## src/logic/gpa_map.svh

```systemverilog
/*
  Register offsets, field positions, reset values and comparator pin masks for the
  port A and port E pin logic. Assumes an 8-bit register port with byte offsets.
*/
// Functional notes
// - Port A has six pins, bits 0 to 5; upper register bits read zero.
// - Port A pin 4 is open drain: it only pulls low, never drives high.
// - Port A pin 4 is general I/O, timer external clock, or comparator output.
// - Port A pin 2 is general I/O, comparator input, or voltage reference output.
// - Port A pin 3 is general I/O, comparator input or output, per comparator mode.
// - Slave mode: port E pin 0 low with select low presents slave data to host.
// - Slave mode: port E pin 1 low with select low captures host data.
// - Slave mode: port E pin 2 is chip select; strobes ignored while it is high.
// - Port E pins are plain I/O unless slave mode is enabled, then bus inputs.
// - Direction bit set tri-states the pin; cleared drives the output latch.
// - Port reads return pin levels; writes update only the output latch.
// - Port A pins used as comparator inputs read back as zero.
`ifndef GPA_MAP_SVH
`define GPA_MAP_SVH

`define GPA_ADDR_PORT_A     8'h05
`define GPA_ADDR_SLAVE_DATA 8'h08
`define GPA_ADDR_PORT_E     8'h09
`define GPA_ADDR_CMP_CTRL   8'h1f
`define GPA_ADDR_DIR_A      8'h85
`define GPA_ADDR_DIR_E      8'h89
`define GPA_ADDR_VREF_CTRL  8'h9f

`define GPA_RST_DIR_A       6'h3f
`define GPA_RST_DIR_E       3'h7
`define GPA_RST_CMP_CTRL    4'h0
`define GPA_RST_VREF_CTRL   7'h00
`define GPA_RST_LATCH_A     6'h00
`define GPA_RST_LATCH_E     3'h0

`define GPA_CMP_MODE_OFF    3'h7
`define GPA_CMP_MODE_OUT    3'h6
`define GPA_MASK_ALL_ANALOG 6'h0f
`define GPA_MASK_OUT_MODE   6'h07
`define GPA_MASK_NONE       6'h00

`define GPA_DIR_E_IBF       7
`define GPA_DIR_E_OBF       6
`define GPA_DIR_E_INPUT_BUFFER_OVERFLOW      5
`define GPA_DIR_E_MODE      4
`define GPA_CMP_C2OUT       7
`define GPA_CMP_C1OUT       6
`define GPA_VREF_OE         6

`define GPA_PIN_VREF        2
`define GPA_PIN_CMP1_OUT    3
`define GPA_PIN_OPEN_DRAIN  4

`endif

```

## src/logic/gpa_pkg.sv

```systemverilog
/*
  Types shared by the port A and port E pin logic.
  Assumes the constants header supplies all numbers.
*/
package gpa_pkg;
  typedef enum logic [1:0] {
    GPA_IDLE  = 2'b00,
    GPA_WRITE = 2'b01,
    GPA_READ  = 2'b10
  } gpa_psp_state_t;
  typedef logic [7:0] gpa_byte_t;
endpackage

```

## src/logic/gpa_psp_if.sv

```systemverilog
/*
  Carrier between the register core and the parallel slave port.
  Assumes both ends run on mclk and host strobes arrive already synchronised.
*/
`timescale 1ns/1ns
interface gpa_psp_if;
  logic                enable;
  logic                rd_n;
  logic                wr_n;
  logic                cs_n;
  gpa_pkg::gpa_byte_t  host_din;
  logic                cpu_rd;
  logic                cpu_wr;
  gpa_pkg::gpa_byte_t  cpu_wdata;
  logic                input_buffer_overflow_clr;
  gpa_pkg::gpa_byte_t  in_buf;
  gpa_pkg::gpa_byte_t  out_buf;
  logic                host_oe;
  logic                input_buffer_full;
  logic                output_buffer_full;
  logic                input_buffer_overflow;
  modport core (output enable, rd_n, wr_n, cs_n, host_din, cpu_rd, cpu_wr, cpu_wdata,
                input_buffer_overflow_clr, input in_buf, out_buf, host_oe, input_buffer_full, output_buffer_full, input_buffer_overflow);
  modport psp  (input enable, rd_n, wr_n, cs_n, host_din, cpu_rd, cpu_wr, cpu_wdata,
                input_buffer_overflow_clr, output in_buf, out_buf, host_oe, input_buffer_full, output_buffer_full, input_buffer_overflow);
endinterface

```

## src/logic/gpa_psp.sv

```systemverilog
/*
  Parallel slave port: host read and write strobes against the slave data byte.
  Assumes strobes and host data were synchronised by the caller.
*/
`timescale 1ns/1ns
`include "gpa_map.svh"
module gpa_psp (
  input  wire logic mclk,
  input  wire logic rst_n,
  gpa_psp_if.psp    bus
);
  gpa_pkg::gpa_psp_state_t state;
  gpa_pkg::gpa_psp_state_t next_state;
  logic                    sel_rd;
  logic                    sel_wr;
  logic                    wr_done;
  logic                    rd_done;

  // A strobe only counts while the chip is selected and the mode is on.
  assign sel_rd  = bus.enable & ~bus.cs_n & ~bus.rd_n;
  assign sel_wr  = bus.enable & ~bus.cs_n & ~bus.wr_n;
  assign wr_done = (state == gpa_pkg::GPA_WRITE) & ~sel_wr;
  assign rd_done = (state == gpa_pkg::GPA_READ) & ~sel_rd;
  assign bus.host_oe = sel_rd;

  always_comb
  begin
    case (state)
      gpa_pkg::GPA_IDLE:  next_state = sel_wr ? gpa_pkg::GPA_WRITE :
                                       sel_rd ? gpa_pkg::GPA_READ : gpa_pkg::GPA_IDLE;
      gpa_pkg::GPA_WRITE: next_state = sel_wr ? gpa_pkg::GPA_WRITE : gpa_pkg::GPA_IDLE;
      gpa_pkg::GPA_READ:  next_state = sel_rd ? gpa_pkg::GPA_READ : gpa_pkg::GPA_IDLE;
      default:            next_state = gpa_pkg::GPA_IDLE;
    endcase
  end

  always_ff @(posedge mclk)
  begin
    if (!rst_n)
      state <= gpa_pkg::GPA_IDLE;
    else
      state <= next_state;
  end

  // Data is tracked while the write strobe is low, so the last value before release lands.
  always_ff @(posedge mclk)
  begin
    if (!rst_n)
      bus.in_buf <= 8'h00;
    else if (sel_wr)
      bus.in_buf <= bus.host_din;
  end

  always_ff @(posedge mclk)
  begin
    if (!rst_n)
      bus.out_buf <= 8'h00;
    else if (bus.cpu_wr)
      bus.out_buf <= bus.cpu_wdata;
  end

  // Hardware set wins over a clear that lands in the same cycle.
  always_ff @(posedge mclk)
  begin
    if (!rst_n)
    begin
      bus.input_buffer_full  <= 1'b0;
      bus.output_buffer_full  <= 1'b0;
      bus.input_buffer_overflow <= 1'b0;
    end
    else
    begin
      bus.input_buffer_full  <= wr_done | (bus.input_buffer_full & ~bus.cpu_rd);
      bus.output_buffer_full  <= bus.cpu_wr | (bus.output_buffer_full & ~rd_done);
      bus.input_buffer_overflow <= (wr_done & bus.input_buffer_full & ~bus.cpu_rd) | (bus.input_buffer_overflow & ~bus.input_buffer_overflow_clr);
    end
  end
endmodule // gpa_psp

```

## src/logic/gpa_top.sv

```systemverilog
/*
  Port A and port E pin logic with comparator and reference pin sharing and the
  parallel slave port. Assumes a single-cycle register port on mclk and pins
  that arrive asynchronously; the analog parts sit outside.
*/
`timescale 1ns/1ns
`include "gpa_map.svh"
module gpa_top (
  input  wire logic       mclk,
  input  wire logic       rst_n,
  input  wire logic [7:0] reg_addr,
  input  wire logic [7:0] reg_wdata,
  input  wire logic       reg_wr,
  input  wire logic       reg_rd,
  output logic      [7:0] reg_rdata,
  input  wire logic [5:0] pa_in,
  output logic      [5:0] pa_out,
  output logic      [5:0] pa_oe,
  input  wire logic [2:0] pe_in,
  output logic      [2:0] pe_out,
  output logic      [2:0] pe_oe,
  input  wire logic [7:0] host_data_in,
  output logic      [7:0] host_data_out,
  output logic            host_data_oe,
  input  wire logic       cmp1_result,
  input  wire logic       cmp2_result,
  output logic      [2:0] cmp_mode,
  output logic            cmp_input_switch,
  output logic            vref_enable,
  output logic            vref_pin_enable,
  output logic            vref_range,
  output logic      [3:0] vref_level,
  output logic            timer_external_clock_in
);
  logic [5:0] port_a_latch;
  logic [5:0] port_a_direction;
  logic [2:0] port_e_latch;
  logic [2:0] port_e_dir;
  logic       slave_port_enable;
  logic [3:0] comparator_control;
  logic [6:0] voltage_reference_control;
  logic [5:0] pa_meta;
  logic [5:0] pa_sync;
  logic [2:0] pe_meta;
  logic [2:0] pe_sync;
  logic [7:0] hd_meta;
  logic [7:0] hd_sync;
  logic [1:0] cmp_meta;
  logic [1:0] cmp_sync;
  logic [5:0] analog_mask;
  logic       cmp_out_mode;
  logic [5:0] pa_drive;
  logic [5:0] pa_read;
  logic       hit_pa;
  logic       hit_pe;
  logic       hit_cmp;
  logic       hit_dir_a;
  logic       hit_dir_e;
  logic       hit_vref;
  logic       hit_sd;
  logic [7:0] dir_e_view;
  logic [7:0] next_rdata;

  gpa_psp_if psp_bus ();

  // Which port A pins are taken as comparator inputs in a given mode.
  function automatic logic [5:0] gpa_analog_mask(input logic [2:0] mode);
    if (mode == `GPA_CMP_MODE_OFF)
      gpa_analog_mask = `GPA_MASK_NONE;
    else if (mode == `GPA_CMP_MODE_OUT)
      gpa_analog_mask = `GPA_MASK_OUT_MODE;
    else
      gpa_analog_mask = `GPA_MASK_ALL_ANALOG;
  endfunction

  function automatic logic gpa_hit(input logic [7:0] addr, input logic [7:0] target);
    gpa_hit = (addr == target);
  endfunction

  // Every pin and analog result crosses two flip-flops before any logic reads it.
  always_ff @(posedge mclk)
  begin
    if (!rst_n)
    begin
      pa_meta  <= 6'h00;
      pa_sync  <= 6'h00;
      pe_meta  <= 3'h7;
      pe_sync  <= 3'h7;
      hd_meta  <= 8'h00;
      hd_sync  <= 8'h00;
      cmp_meta <= 2'h0;
      cmp_sync <= 2'h0;
    end
    else
    begin
      pa_meta  <= pa_in;
      pa_sync  <= pa_meta;
      pe_meta  <= pe_in;
      pe_sync  <= pe_meta;
      hd_meta  <= host_data_in;
      hd_sync  <= hd_meta;
      cmp_meta <= {cmp2_result, cmp1_result};
      cmp_sync <= cmp_meta;
    end
  end

  assign hit_pa    = gpa_hit(reg_addr, `GPA_ADDR_PORT_A);
  assign hit_pe    = gpa_hit(reg_addr, `GPA_ADDR_PORT_E);
  assign hit_cmp   = gpa_hit(reg_addr, `GPA_ADDR_CMP_CTRL);
  assign hit_dir_a = gpa_hit(reg_addr, `GPA_ADDR_DIR_A);
  assign hit_dir_e = gpa_hit(reg_addr, `GPA_ADDR_DIR_E);
  assign hit_vref  = gpa_hit(reg_addr, `GPA_ADDR_VREF_CTRL);
  assign hit_sd    = gpa_hit(reg_addr, `GPA_ADDR_SLAVE_DATA);

  // Writes land in the latches only; a bit operation by the core reads pins first.
  always_ff @(posedge mclk)
  begin
    if (!rst_n)
    begin
      port_a_latch <= `GPA_RST_LATCH_A;
      port_e_latch <= `GPA_RST_LATCH_E;
    end
    else if (reg_wr)
    begin
      if (hit_pa)
        port_a_latch <= reg_wdata[5:0];
      if (hit_pe)
        port_e_latch <= reg_wdata[2:0];
    end
  end

  always_ff @(posedge mclk)
  begin
    if (!rst_n)
    begin
      port_a_direction  <= `GPA_RST_DIR_A;
      port_e_dir        <= `GPA_RST_DIR_E;
      slave_port_enable <= 1'b0;
    end
    else if (reg_wr)
    begin
      if (hit_dir_a)
        port_a_direction <= reg_wdata[5:0];
      if (hit_dir_e)
      begin
        port_e_dir        <= reg_wdata[2:0];
        slave_port_enable <= reg_wdata[`GPA_DIR_E_MODE];
      end
    end
  end

  always_ff @(posedge mclk)
  begin
    if (!rst_n)
    begin
      comparator_control        <= `GPA_RST_CMP_CTRL;
      voltage_reference_control <= `GPA_RST_VREF_CTRL;
    end
    else if (reg_wr)
    begin
      if (hit_cmp)
        comparator_control <= reg_wdata[3:0];
      if (hit_vref)
        voltage_reference_control <= {reg_wdata[7:5], reg_wdata[3:0]};
    end
  end

  assign cmp_mode         = comparator_control[2:0];
  assign cmp_input_switch = comparator_control[3];
  assign vref_enable      = voltage_reference_control[6];
  assign vref_pin_enable  = voltage_reference_control[5];
  assign vref_range       = voltage_reference_control[4];
  assign vref_level       = voltage_reference_control[3:0];
  assign analog_mask      = gpa_analog_mask(cmp_mode);
  assign cmp_out_mode     = (cmp_mode == `GPA_CMP_MODE_OUT);

  // Pins 3 and 4 carry the comparator results in the output mode, else the latch.
  assign pa_drive = {port_a_latch[5],
                     cmp_out_mode ? cmp_sync[1] : port_a_latch[4],
                     cmp_out_mode ? cmp_sync[0] : port_a_latch[3],
                     port_a_latch[2:0]};

  // Pin 4 only ever sinks: its data line is low and the enable is on only while the value is low.
  assign pa_out = {pa_drive[5], 1'b0, pa_drive[3:0]};
  assign pa_oe  = {~port_a_direction[5],
                   ~port_a_direction[4] & ~pa_drive[4],
                   ~port_a_direction[3],
                   ~port_a_direction[2] & ~vref_pin_enable,
                   ~port_a_direction[1:0]};

  // The reference output is weak, so the digital driver is kept off the pin meanwhile.
  assign timer_external_clock_in = pa_sync[`GPA_PIN_OPEN_DRAIN];
  assign pa_read = pa_sync & ~analog_mask;

  // In slave mode the port E pins turn into bus inputs and are never driven.
  assign pe_out = port_e_latch;
  assign pe_oe  = slave_port_enable ? 3'h0 : ~port_e_dir;

  assign psp_bus.enable    = slave_port_enable;
  assign psp_bus.rd_n      = pe_sync[0];
  assign psp_bus.wr_n      = pe_sync[1];
  assign psp_bus.cs_n      = pe_sync[2];
  assign psp_bus.host_din  = hd_sync;
  assign psp_bus.cpu_rd    = reg_rd & hit_sd;
  assign psp_bus.cpu_wr    = reg_wr & hit_sd;
  assign psp_bus.cpu_wdata = reg_wdata;
  assign psp_bus.input_buffer_overflow_clr  = reg_wr & hit_dir_e & ~reg_wdata[`GPA_DIR_E_INPUT_BUFFER_OVERFLOW];

  gpa_psp u_psp (
    .mclk  (mclk),
    .rst_n (rst_n),
    .bus   (psp_bus.psp)
  );

  assign host_data_out = psp_bus.out_buf;
  assign host_data_oe  = psp_bus.host_oe;

  assign dir_e_view = {psp_bus.input_buffer_full, psp_bus.output_buffer_full, psp_bus.input_buffer_overflow,
                       slave_port_enable, 1'b0, port_e_dir};

  assign next_rdata =
    hit_pa    ? {2'b00, pa_read} :
    hit_pe    ? {5'h00, pe_sync} :
    hit_dir_a ? {2'b00, port_a_direction} :
    hit_dir_e ? dir_e_view :
    hit_cmp   ? {cmp_sync[1], cmp_sync[0], 2'b00, comparator_control} :
    hit_vref  ? {voltage_reference_control[6:4], 1'b0, voltage_reference_control[3:0]} :
    hit_sd    ? psp_bus.in_buf :
                8'h00;

  // Read data stands for exactly the cycle after the strobe, zero otherwise.
  always_ff @(posedge mclk)
  begin
    if (!rst_n)
      reg_rdata <= 8'h00;
    else if (reg_rd)
      reg_rdata <= next_rdata;
    else
      reg_rdata <= 8'h00;
  end
endmodule // gpa_top

```

## config.mk

```make
export PLATFORM = sky130hd
export DESIGN_NAME = gpa_top
export DESIGN_NICKNAME = d
export VERILOG_FILES = /design/src/logic/gpa_pkg.sv /design/src/logic/gpa_psp_if.sv /design/src/logic/gpa_psp.sv /design/src/logic/gpa_top.sv
export VERILOG_INCLUDE_DIRS = /design/src /design/src/logic
export SDC_FILE = /design/constraint.sdc
export NUM_CORES = 1
export LEC_CHECK = 0
export BUFFER_PORTS_ARGS = -buffer_cell sky130_fd_sc_hd__buf_2
export CAP_MARGIN = 20
export CORE_MARGIN = 1
export CORE_UTILIZATION = 48
export CTS_CLUSTER_SIZE = 12
export DETAILED_ROUTE_END_ITERATION = 6
export PLACE_DENSITY = 0.71
export SLEW_MARGIN = 20
export SYNTH_ARGS = -nofsm -noshare
export SYNTH_HDL_FRONTEND = slang
export SYNTH_SLANG_ARGS = --single-unit
```

## constraint.sdc

```tcl
create_clock -name mclk -period 1.7 [get_ports mclk]
set_input_delay 0.34 -clock mclk [delete_from_list [all_inputs] [get_ports mclk]]
set_output_delay 0.34 -clock mclk [all_outputs]
set_load 0.01 [all_outputs]
```

=== Word-level counts from Yosys, hierarchy flattened ===
Index checks and enable logic that the tools add are counted.

* Word-level logic and storage cells: 99
* Memory bits (read-only): 0
* Bits in latches: 0
* Input port bits: 39
* Memories: 0
* Memory bits (writable): 0
* Flip-flop bits (word level): 97

* Muxes and demuxes: 16
* Bitwise logic cells: 40
* $lt $le $gt $ge: 0
* Div/mod/pow operators: 0
* Shifts and indexed selects: 0
* Add/sub/neg operators: 0
* Equal/unequal tests: 11
* Reduce and logical (&&, ||, !) cells: 9
* Multipliers: 0

{| class="wikitable"
|+ Operators with widths
! cell !! number
|-
| $mux W8 || 4
|-
| $eq A8 B8 Y1 const B || 3
|-
| $mux W6 || 3
|-
| $not A1 Y1 || 17
|-
| $and A1 B1 Y1 || 16
|-
| $eq A8 B4 Y1 const B || 2
|-
| $reduce_and A2 Y1 || 7
|-
| $eq A8 B3 Y1 const B || 1
|-
| $eq A8 B5 Y1 const B || 1
|-
| $mux W4 || 2
|-
| $and A6 B6 Y6 || 1
|-
| $eq A3 B3 Y1 const B || 2
|-
| $not A6 Y6 || 1
|-
| $pmux W2 S3 || 1
|-
| $reduce_or A5 Y1 || 1
|-
| $mux W2 || 2
|-
| $mux W1 || 3
|-
| $mux W3 || 1
|-
| $not A3 Y3 || 1
|-
| $or A1 B1 Y1 || 3
|-
| $eq A2 B1 Y1 const B || 1
|-
| $eq A2 B2 Y1 const B || 1
|-
| $logic_not A2 Y1 || 1
|-
| $not A2 Y2 || 1
|}

=== Longest topological paths before layout ===
Gate-level depths: netlist of run 1.

* Depth in word-level cells: 8
* Depth in mapped cells: 8
* Mapped depth without buffers: 5

=== By module ===
A second synthesis of run 1 with hierarchy kept.

* Cell total of the unflattened synthesis: 405
* Area, all modules: 3,848.7 um^2

{| class="wikitable"
|+ By module, submodules not included
! module !! cells an instance !! seq. area each (um^2) !! area each (um^2) !! times used
|-
| gpa_top || 323 || 1,521.5 || 3,027.9 || 1
|-
| gpa_psp || 82 || 420.4 || 820.8 || 1
|}

=== Least setup slack after synthesis of run 1 ===
Ideal clock, no wire load.

* Path kind: in2reg
* Start point: in reg_addr[7]
* End point: reg comparator_control[0]
* Required time: 1.568 ns
* Stages: 6
* Data arrival time: 1.551 ns
* Setup time: 0.132 ns
* Path buffers: 1
* Slack: 0.017 ns
* Path through: buf_6 > or4b_1 > nor2_2 > nand2_1 > nand2_1 > a21oi_1

* Cells in the longest elaborated chain, start to end: 2

{| class="wikitable"
|+ RTL lines
! element !! line !! source
|-
| start, declared || gpa_top.sv:11 || <nowiki>input wire logic [7:0] reg_addr,</nowiki>
|-
| $eq A8 B5 Y1 || gpa_top.sv:77 || <nowiki>gpa_hit = (addr == target);</nowiki>
|-
| $reduce_and A2 Y1 (no line) || - ||
|-
| end signal, assigned || gpa_top.sv:156 || <nowiki>comparator_control <= `GPA_RST_CMP_CTRL;</nowiki>
|-
| end signal, assigned || gpa_top.sv:162 || <nowiki>comparator_control <= reg_wdata[3:0];</nowiki>
|-
| end, declared || gpa_top.sv:40 || <nowiki>logic [3:0] comparator_control;</nowiki>
|}

Every way passes these cells.
A chain may end at the register's enable or synchronous reset.

=== Worst setup path in the final report of run 1 ===
* Start point: reg comparator_control[1]
* End point: out pa_oe[4]

* Cells in the longest elaborated chain, start to end: 4

{| class="wikitable"
|+ RTL lines
! element !! line !! source
|-
| $eq A3 B3 Y1 (no line) || - ||
|-
| $mux W1 || gpa_top.sv:179 || <nowiki>cmp_out_mode ? cmp_sync[1] : port_a_latch[4],</nowiki>
|-
| $not A1 Y1 || gpa_top.sv:186 || <nowiki>~port_a_direction[4] & ~pa_drive[4],</nowiki>
|-
| $and A1 B1 Y1 || gpa_top.sv:186 ||
|-
| end, declared || gpa_top.sv:18 || <nowiki>output logic [5:0] pa_oe,</nowiki>
|}

Every way passes these cells.

==> results of run 1 <==
==> how the worst max path moves through the flow <==
stage | start | end | slack [ns] | depth (start not counted)
detailed placement | reg_addr[7] | reg_rdata[6] | -0.18 | 7
finish | comparator_control[1] | pa_oe[4] | -0.007 | 5
global placement | reg_addr[1] | reg_rdata[6] | -0.13 | 8
floorplan | reg_addr[7] | comparator_control[0] | 0.02 | 6
global route | comparator_control[1] | pa_out[3] | -0.009 | 4
CTS | comparator_control[2] | pa_out[3] | 0.005 | 4
==> state kept, by name, indices dropped and copies added (netlist names), 3 cells and up <==
signal	flops
hd_meta	8
pe_sync	3
comparator_control	4
port_a_latch	6
pa_sync	6
reg_rdata	8
port_e_dir	3
voltage_reference_control	7
port_a_direction	6
pa_meta	6
u_psp.bus.in_buf	8
hd_sync	8
pe_out	3
u_psp.bus.out_buf	8
pe_meta	3
==> area by class of cell <==
class                   count  area share
flip-flops and latches     97       0.412
multi-input cells         272       0.357
repair buffers            121       0.153
clock buffers               9      0.0262
well taps                  99      0.0262
clock inverters             6      0.0191
inverters                   8     0.00635
==> cells in the final DEF, fill, tap and decap left out, types with 16 or more instances in the layout <==
cell type and instances:
a21oi_1 27, and2_1 35, buf_2 83, buf_4 35, dfxtp_1 94, mux2i_1 30
nand2_1 38, nand3_1 20, nor2_1 36, o21ai_0 16
==> cells by family (layout without fill, tap and decap cells) <==
group           Yosys count  in the layout
buf+inv                  31            144
other cells               1              1
flops                    97             97
compound gates           65             65
simple gates            175            175
mux                      31             31
==> power by group <==
part           internal [uW]  total [uW]  switching, uW
Clock                    829        1610            777
Combinational            104         244            140
Sequential              2310        2330           14.9
Total                   3240        4180            932
==> metrics by stage <==
stage / power [uW] / std cells / setup WS, ns / hold WS (ns)
floorplan: 2490 / 400 / 0.0169 / 0.386
global placement: 2620 / 596 / -0.129 / 0.392
detailed placement: 2620 / 596 / -0.180 / 0.404
CTS: 4200 / 612 / 0.00523 / 0.154
global route: 4320 / 612 / -0.00875 / 0.160
finish: 4180 / 612 / -0.00660 / 0.165
==> critical path, stage by stage (launching register included) <==
cell and delay, ns:
dfxtp_2 0.34, nand2_4 0.08, nor2_4 0.04, buf_6 0.11, a211oi_2 0.26, buf_2 0.18
==> layer usage <==
layer | global-route usage | up-vias
met1 | 0.337 | 1519
met4 | 0.0901 | 0
met5 | 0 | -
met2 | 0.415 | 117
met3 | 0.0354 | 12
li1 | - | 1584
==> what timing repair did <==
item | in CTS | in global routing
resized for setup | 10 | 2
buffers inserted | 1 | 0
setup endpoints to repair | 2 | 2
pin swaps | 1 | 3
hold buffers | 0 | 0
==> impl_metrics.csv, run 1 <==
group,metric,value,unit
outcome,outcome,"finished with violations",
outcome,violations,"negative setup slack",
floorplanning,initial_core_util,0.508,
grt,grt_overflow,0,
route,route.met2.wl,4740,um
clock_tree,cts_tree,"yes",
logic_synthesis,synth_top_family_by_area,"simple AND/OR/NAND/NOR gates",
logic_synthesis,synthAdderAreaFrac,0,
sta,slew_violations,0,
worst_setup_path,rr_worst_depth,5,
logic_synthesis,ys.flop_type,"dfxtp_1",
floorplanning,dieArea,8190,um2
cells_and_area,num-nets-final,548,
logic_synthesis,synth.most_common_cell,"dfxtp_1",
logic_synthesis,synth_edf_count,0,
sta,fin_crit_sh,1.00,
logic_synthesis,yosys_warnings,0,
logic_synthesis,synth_cells,400,
worst_setup_path,worstPathArrival,1.37,ns
clock_tree,root_buffer,"clkbuf_8",
clock_tree,htree_levels,3,
logic_synthesis,netlist.area_leader.share,0.516,
sta,finalCriticalPeriod,1.71,ns
cells_and_area,n_fill_cell,652,
logic_synthesis,synth_simple_gate_area_frac,0.254,
route,dr_wl_met3,539,um
worst_hold_path,min_path_cells,2,
worst_setup_path,r2r_end,"reg_rdata[1]",
placement,portBuffers,84,
job,maxCapViolCount,0,
logic_synthesis,synth_commonest_cells,"97 x dfxtp_1, 39 x nand2_1, 37 x nor2_1",
placement,gp_congestion,0.927,
cells_and_area,final_util,0.638,
sta,skew,0.00752,ns
clock_tree,clock_latency,0.35,ns
logic_synthesis,synth_top_area_cell,"dfxtp_1",
floorplanning,core_area,7410,um2
logic_synthesis,synth_seq_cells,97,
route,postRouteAntennaNets,0,
route,highest_layer,"met4",
worst_setup_path,reg2reg_slack,0.48,ns
grt,grt_pass1_vias,3073,
grt,grt_antenna_before_repair,0,
worst_setup_path,critPathCaptureType,"output port",
floorplanning,die_w,90.5,um
floorplanning,rows,31,
logic_synthesis,synth_nets,439,
sta,setup_violations,1,
worst_setup_path,worstPathRequired,1.36,ns
cells_and_area,syn_to_final_growth,25.6,%
logic_synthesis,synth_mux_area_frac,0.0828,
logic_synthesis,synthTopCellsByArea,"dfxtp_1 52%, mux2i_1 8.0%, and2_1 5.8%",
worst_setup_path,crit_path_max_fanout,3,
placement,hpwl,7340,um
logic_synthesis,ys_types,44,
worst_hold_path,holdPathEnd,"pe_meta[2]",
placement,place_area,4460,um2
clock_tree,cts_buffers,9,
logic_synthesis,yosysSeqAreaShare,0.516,
worst_setup_path,path_class,"flop to output port",
grt,grt_max_degree,42,
logic_synthesis,synth_xor_xnor_area_share,0,
sta,layout_setup_ws,-0.00660,ns
cells_and_area,seqCellArea,1950,um2
route,wirelength,9850,um
sta,rsz0062_at_grt,"yes",
grt,grt_use_total,0.252,
sta,hold_violations,0,
grt,grt_pass1_wl,15900,um
clock_tree,clkTransAtPathRegs,0.09,ns
route,drtPass1Iterations,5,
clock_tree,cts.path.max_buffers,2,
worst_hold_path,hp-class,"input port to flop",
logic_synthesis,synth_compound_area_frac,0.105,
route,num_vias,3232,
route,wl_met1,4410,um
worst_hold_path,hold_start,"pe_in[2]",
sta,tns,-0.00660,ns
clock_tree,cts.sinks,97,
logic_synthesis,synthesis.area,3760,um2
logic_synthesis,async_flop_share,0,
route,drc,0,
worst_setup_path,start_kind,"flop",
cells_and_area,fin_area,4730,um2
power,vdd_drop_max,0.000589,V
route,wire_per_inst,16.1,um
floorplanning,ios,86,
sta,fmax,586,MHz
cells_and_area,drive_above_1_share,0.300,
worst_setup_path,reg2reg_from,"comparator_control[1]",
cells_and_area,num_antenna_cells,0,
floorplanning,die_y,90.5,um
power,power.leakage,0.00206,uW
cells_and_area,multi_input_area,1690,um2
power,pwr_density_cell,884,nW/um2
route,drtIter0Drc,138,
route,vias_per_cell,5.28,
logic_synthesis,synth_area_per_cell,9.40,um2
Power figures use the tool's default switching activity.
==> inputs of run 2 (changes only) <==
CORE_MARGIN = 2   (was 1)
PLACE_DENSITY = 0.81   (was 0.71)
==> run 2 against run 1 <==
  * The flow now finishes without violations
  * Largest power group unchanged
  * Largest cell class unchanged
  * First-iteration DRC count is 130% higher
  * Register-to-register slack worse by 0.11 ns
  * Sequential power hardly changed
  * Clock power is 17% lower
  * Cell count is 0.33% lower
  * Non-clock buffer count is 5 lower
  * Critical endpoint unchanged
  * Power is 6.4% lower
  * Clock skew is 0.0074 ns higher
  * Fmax is 2.5% higher
  * Clock-buffer cell count is 2 higher
  * Final area is 1.9% lower
  * Combinational power is 3% lower
==> impl_metrics.csv, run 2 (synthesis results as in run 1) <==
group,metric,value,unit
cells_and_area,seqCellArea,1950,um2
power,pwr_density_cell,844,nW/um2
clock_tree,cts.sinks,97,
worst_setup_path,reg2reg_slack,0.37,ns
clock_tree,htree_levels,3,
sta,finalCriticalPeriod,1.67,ns
sta,rsz0062_at_grt,"yes",
outcome,outcome,"finished, final reports clean",
worst_setup_path,rr_worst_depth,6,
worst_setup_path,critPathCaptureType,"output port",
route,drtIter0Drc,318,
clock_tree,cts_buffers,9,
floorplanning,core_area,7650,um2
worst_setup_path,worstPathRequired,1.36,ns
placement,dpl.cell_count,593,
power,power.leakage,0.00200,uW
placement,gp_congestion,0.956,
power,vdd_drop_max,0.000572,V
floorplanning,die_w,92.5,um
grt,grt_antenna_before_repair,0,
cells_and_area,syn_to_final_growth,23.2,%
worst_setup_path,reg2reg_from,"pe_sync[2]",
sta,slew_violations,0,
clock_tree,cts_tree,"yes",
cells_and_area,num_antenna_cells,0,
sta,fin_crit_sh,0.980,
worst_setup_path,crit_chain,"nand2_4 > nor2_4 > buf_4 > a211oi_2 > buf_2",
sta,hold_violations,0,
route,drtPass1Iterations,5,
job,maxCapViolCount,0,
cells_and_area,final_common_cell,"dfxtp_1",
grt,grt_use_total,0.234,
clock_tree,holdBufCountCts,0,
worst_setup_path,r2r_end,"u_psp.bus.input_buffer_overflow",
grt,grt_overflow,0,
route,wirelength,9780,um
cells_and_area,n_fill_cell,679,
clock_tree,cts.path.max_buffers,2,
worst_hold_path,hp-class,"input port to flop",
placement,portBuffers,84,
route,drc,0,
floorplanning,dieArea,8560,um2
clock_tree,clock_latency,0.36,ns
cells_and_area,num-nets-final,543,
grt,grt_pass1_vias,2996,
route,wire_per_inst,16.0,um
grt,grt_max_degree,42,
route,postRouteAntennaNets,0,
worst_setup_path,crit_path_end,"pa_oe[4]",
worst_setup_path,crit_path_max_fanout,3,
floorplanning,die_y,92.5,um
placement,hpwl,7270,um
sta,skew,0.0149,ns
worst_setup_path,start_kind,"flop",
cells_and_area,drive_above_1_share,0.293,
power,power,3910,uW
sta,setup_violations,0,
sta,holdWs,0.167,ns
worst_setup_path,worstPathArrival,1.33,ns
sta,fmax,600,MHz
grt,grt_pass1_wl,15300,um
clock_tree,clkTransAtPathRegs,0.10,ns
worst_setup_path,worst_path_max_delay_cell,"dfxtp_2",
floorplanning,ios,86,
route,vias_per_cell,5.35,
clock_tree,root_buffer,"clkbuf_8",
floorplanning,initial_core_util,0.492,
worst_setup_path,path_class,"flop to output port",
cells_and_area,fin_cells,610,
worst_hold_path,hold_start,"pe_in[0]",
floorplanning,rows,32,
cells_and_area,layout_common_cells,"94 x dfxtp_1, 83 x buf_2, 38 x nand2_1",
route,num_vias,3263,
worst_setup_path,critPathMaxStageDelay,0.34,ns
worst_setup_path,startpoint,"comparator_control[1]",
cells_and_area,multi_input_area,1690,um2
-- run 2: what timing repair did --
item	CTS	global route
buffers inserted	1	1
pin swaps	1	3
gates resized for setup	9	3
endpoints found under the setup margin	2	3
cloned	0	0
-- run 2: cell type report --
class                      instances  share of cell area
clock buffer                      11              0.0305
clock inverter                     4             0.00621
inverter                           8             0.00648
multi-input combinational        272               0.365
sequential                        97               0.420
tap                              102              0.0275
timing repair buffer             116               0.144
-- run 2: how the worst min path moves through the flow --
stage / endpoint / slack, ns / depth (start not counted)
2_1_floorplan: pe_sync[0] / 0.39 / 1
3_3_place_gp: pe_sync[1] / 0.39 / 1
3_5_place_dp: pe_sync[0] / 0.40 / 1
4_1_cts: pe_meta[0] / 0.15 / 2
5_1_grt: pe_meta[0] / 0.14 / 2
6_report: pe_meta[0] / 0.17 / 2
-- run 2: layer usage --
metal  wire, um  global-route usage  part of all wire
met5          0                   0                 0
met4        151              0.0709             0.015
met3        778              0.0561             0.080
met1       4310               0.319              0.44
met2       4550               0.370              0.47
-- run 2: critical path, delay by kind of cell, from the launching register on --
family / cells / cell delay [ns]
AO/OA/AOI/OAI: 1 / 0.22
buffers and inverters: 2 / 0.28
flip-flops: 1 / 0.34
AND/OR/NAND/NOR: 2 / 0.11
-- run 2: power breakdown --
| part | switching, uW | leakage, uW | internal, uW |
|---|---|---|---|
| registers | 16.0 | 0.000792 | 2310 |
| clock network | 777 | 0.0000818 | 568 |
| logic | 138 | 0.00113 | 98.9 |
| total | 931 | 0.00200 | 2980 |
-- run 2: metrics by stage --
| stage | utilization | setup TNS, ns | setup WS [ns] | cell area, um2 |
|---|---|---|---|---|
| after detailed placement | 0.577 | -2.92 | -0.195 | 4410 |
| after global placement | 0.577 | -2.95 | -0.208 | 4410 |
| after floorplan | - | 0 | 0.0169 | 3760 |
| after CTS | 0.604 | 0 | 0.00737 | 4620 |
| after global routing | 0.606 | -0.0508 | -0.0324 | 4630 |
| final | 0.606 | 0 | 0.0342 | 4630 |
==> inputs of run 3 (changes only) <==
CORE_UTILIZATION = 40   (was 48)
CTS_BUF_LIST = sky130_fd_sc_hd__clkbuf_8   (was default)
GPL_ROUTABILITY_DRIVEN = 0   (was default)
PLACE_DENSITY = 0.7   (was 0.81)
==> run 3 against run 2 <==
  * First-iteration DRC count down 42%
  * Non-clock buffer count down 1
  * Setup slack lost 0.027 ns
  * Clock-buffer cell count grew 1
  * Critical path depth fell by 1
  * Largest power group unchanged
==> impl_metrics.csv, run 3 (synthesis results as in run 1) <==
group,metric,value,unit
grt,grt_pass1_wl,15100,um
power,pwr_density_cell,862,nW/um2
power,pwr-share-comb,0.057,
cells_and_area,syn_to_final_growth,24.0,%
floorplanning,rows,35,
clock_tree,htree_levels,3,
floorplanning,ios,86,
grt,grt_use_total,0.194,
sta,fmax,591,MHz
worst_setup_path,crit_buf_inv,1,
worst_setup_path,worstPathArrival,1.35,ns
worst_setup_path,critPathMaxStageDelay,0.36,ns
sta,fin_crit_sh,0.996,
route,wirelength,9580,um
cells_and_area,fin_area,4660,um2
grt,grt_antenna_before_repair,0,
power,p_sw_frac,0.235,
power,switchingPower,947,uW
sta,rsz0062_at_grt,"yes",
cells_and_area,num-nets-final,542,
worst_setup_path,critPathCaptureType,"output port",
sta,layout_setup_ws,0.00712,ns
floorplanning,die_y,101,um
route,vias_per_cell,5.13,
sta,hold_violations,0,
power,sequentialPowerShare,0.579,
sta,skew,0.00845,ns
floorplanning,dieArea,10200,um2
cells_and_area,drive_above_1_share,0.293,
cells_and_area,layout_common_cells,"94 x dfxtp_1, 83 x buf_2, 38 x nand2_1",
floorplanning,core_area,9200,um2
route,drtIter0Drc,186,
worst_hold_path,hp-class,"input port to flop",
grt,grt_overflow,0,
cells_and_area,final_common_cell,"dfxtp_1",
worst_setup_path,worstPathRequired,1.36,ns
sta,slew_violations,0,
cells_and_area,fin_cells,619,
clock_tree,holdBufCountCts,0,
route,drc,0,
sta,setup_violations,0,
worst_setup_path,path_class,"flop to output port",
power,clock_power_share,0.364,
worst_setup_path,worst_path_max_delay_cell,"dfxtp_2",
floorplanning,initial_core_util,0.409,
clock_tree,cts.sinks,97,
route,wire_per_inst,15.5,um
sta,finalCriticalPeriod,1.69,ns
worst_setup_path,crit_chain,"nand2_4 > nor2_4 > mux2_4 > buf_6",
placement,dpl.cell_count,600,
cells_and_area,final_util,0.507,
power,vdd_drop_max,0.000611,V
placement,portBuffers,84,
cells_and_area,num_antenna_cells,0,
clock_tree,clkTransAtPathRegs,0.09,ns
outcome,outcome,"finished, final reports clean",
worst_setup_path,start_kind,"flop",
worst_setup_path,crit_family,"flip-flops",
grt,grt_max_degree,40,
placement,dp_slack,-0.196,ns
job,maxCapViolCount,0,
floorplanning,die_w,101,um
clock_tree,root_buffer,"clkbuf_8",
route,drtPass1Iterations,5,
placement,hpwl,7210,um
clock_tree,cts.path.max_buffers,2,
clock_tree,cts_buffers,9,
power,power,4020,uW
clock_tree,cts_tree,"yes",
worst_setup_path,crit_path_max_fanout,3,
placement,place_area,4410,um2
route,num_vias,3173,
route,postRouteAntennaNets,0,
power,p_int,3070,uW
clock_tree,clock_latency,0.37,ns
power,power.leakage,0.00202,uW
grt,grt_pass1_vias,3036,
[run 3: cell type report]
type                       count  area [um2]
clock buffer                  12         165
tap                          111         139
sequential                    97        1950
fill                         889        4530
clock inverter                 4        33.8
timing repair buffer         115         659
multi-input combinational    272        1690
inverter                       8        30.0
[run 3: power groups by stage]
stage	registers (uW)	logic (uW)	clock network, uW
detailed placement	2380	228	0
global placement	2380	224	0
floorplan	2380	112	0
CTS	2330	229	1500
finish	2330	231	1460
global route	2330	253	1580
[run 3: path summary, 6_finish.rpt]
kind	start	endpoint	slack [ns]	cells past startpoint
worst min register to register	pe_meta[1]	pe_sync[1]	0.42	1
worst max-delay path	comparator_control[2]	pa_out[3]	0.007	4
worst max register to register	psp_bus.enable	u_psp.bus.input_buffer_overflow	0.38	6
worst min-delay path	pe_in[2]	pe_meta[2]	0.15	2
[run 3: through the flow]
stage	setup TNS, ns	hold slack (ns)
after floorplan	0	0.386
after global placement	-1.64	0.397
after detailed placement	-2.68	0.396
after CTS	0	0.142
after global routing	-0.0742	0.154
final	0	0.150
[run 3: per-layer routing]
metal,share of wire,global-route usage,vias to the layer above
met5,0,0,-
met1,0.44,0.254,1447
met2,0.46,0.297,133
met3,0.077,0.0617,21
met4,0.022,0.0800,0
li1,-,-,1572
[run 3: repair_timing]
item | in CTS | in global routing
buffers inserted | 2 | 1
resized for setup | 9 | 2
endpoints found under the hold margin | 0 | 0
pin swaps | 2 | 3
endpoints found under the setup margin | 2 | 2
[run 3: worst register-to-register path, delay by kind of cell, from the launching register on]
kind                   cells  cell delay, ns
and+or+nand+nor            4            0.59
DFF                        1            0.35
buffers and inverters      1            0.18
AOI/OAI and AO/OA          1            0.13
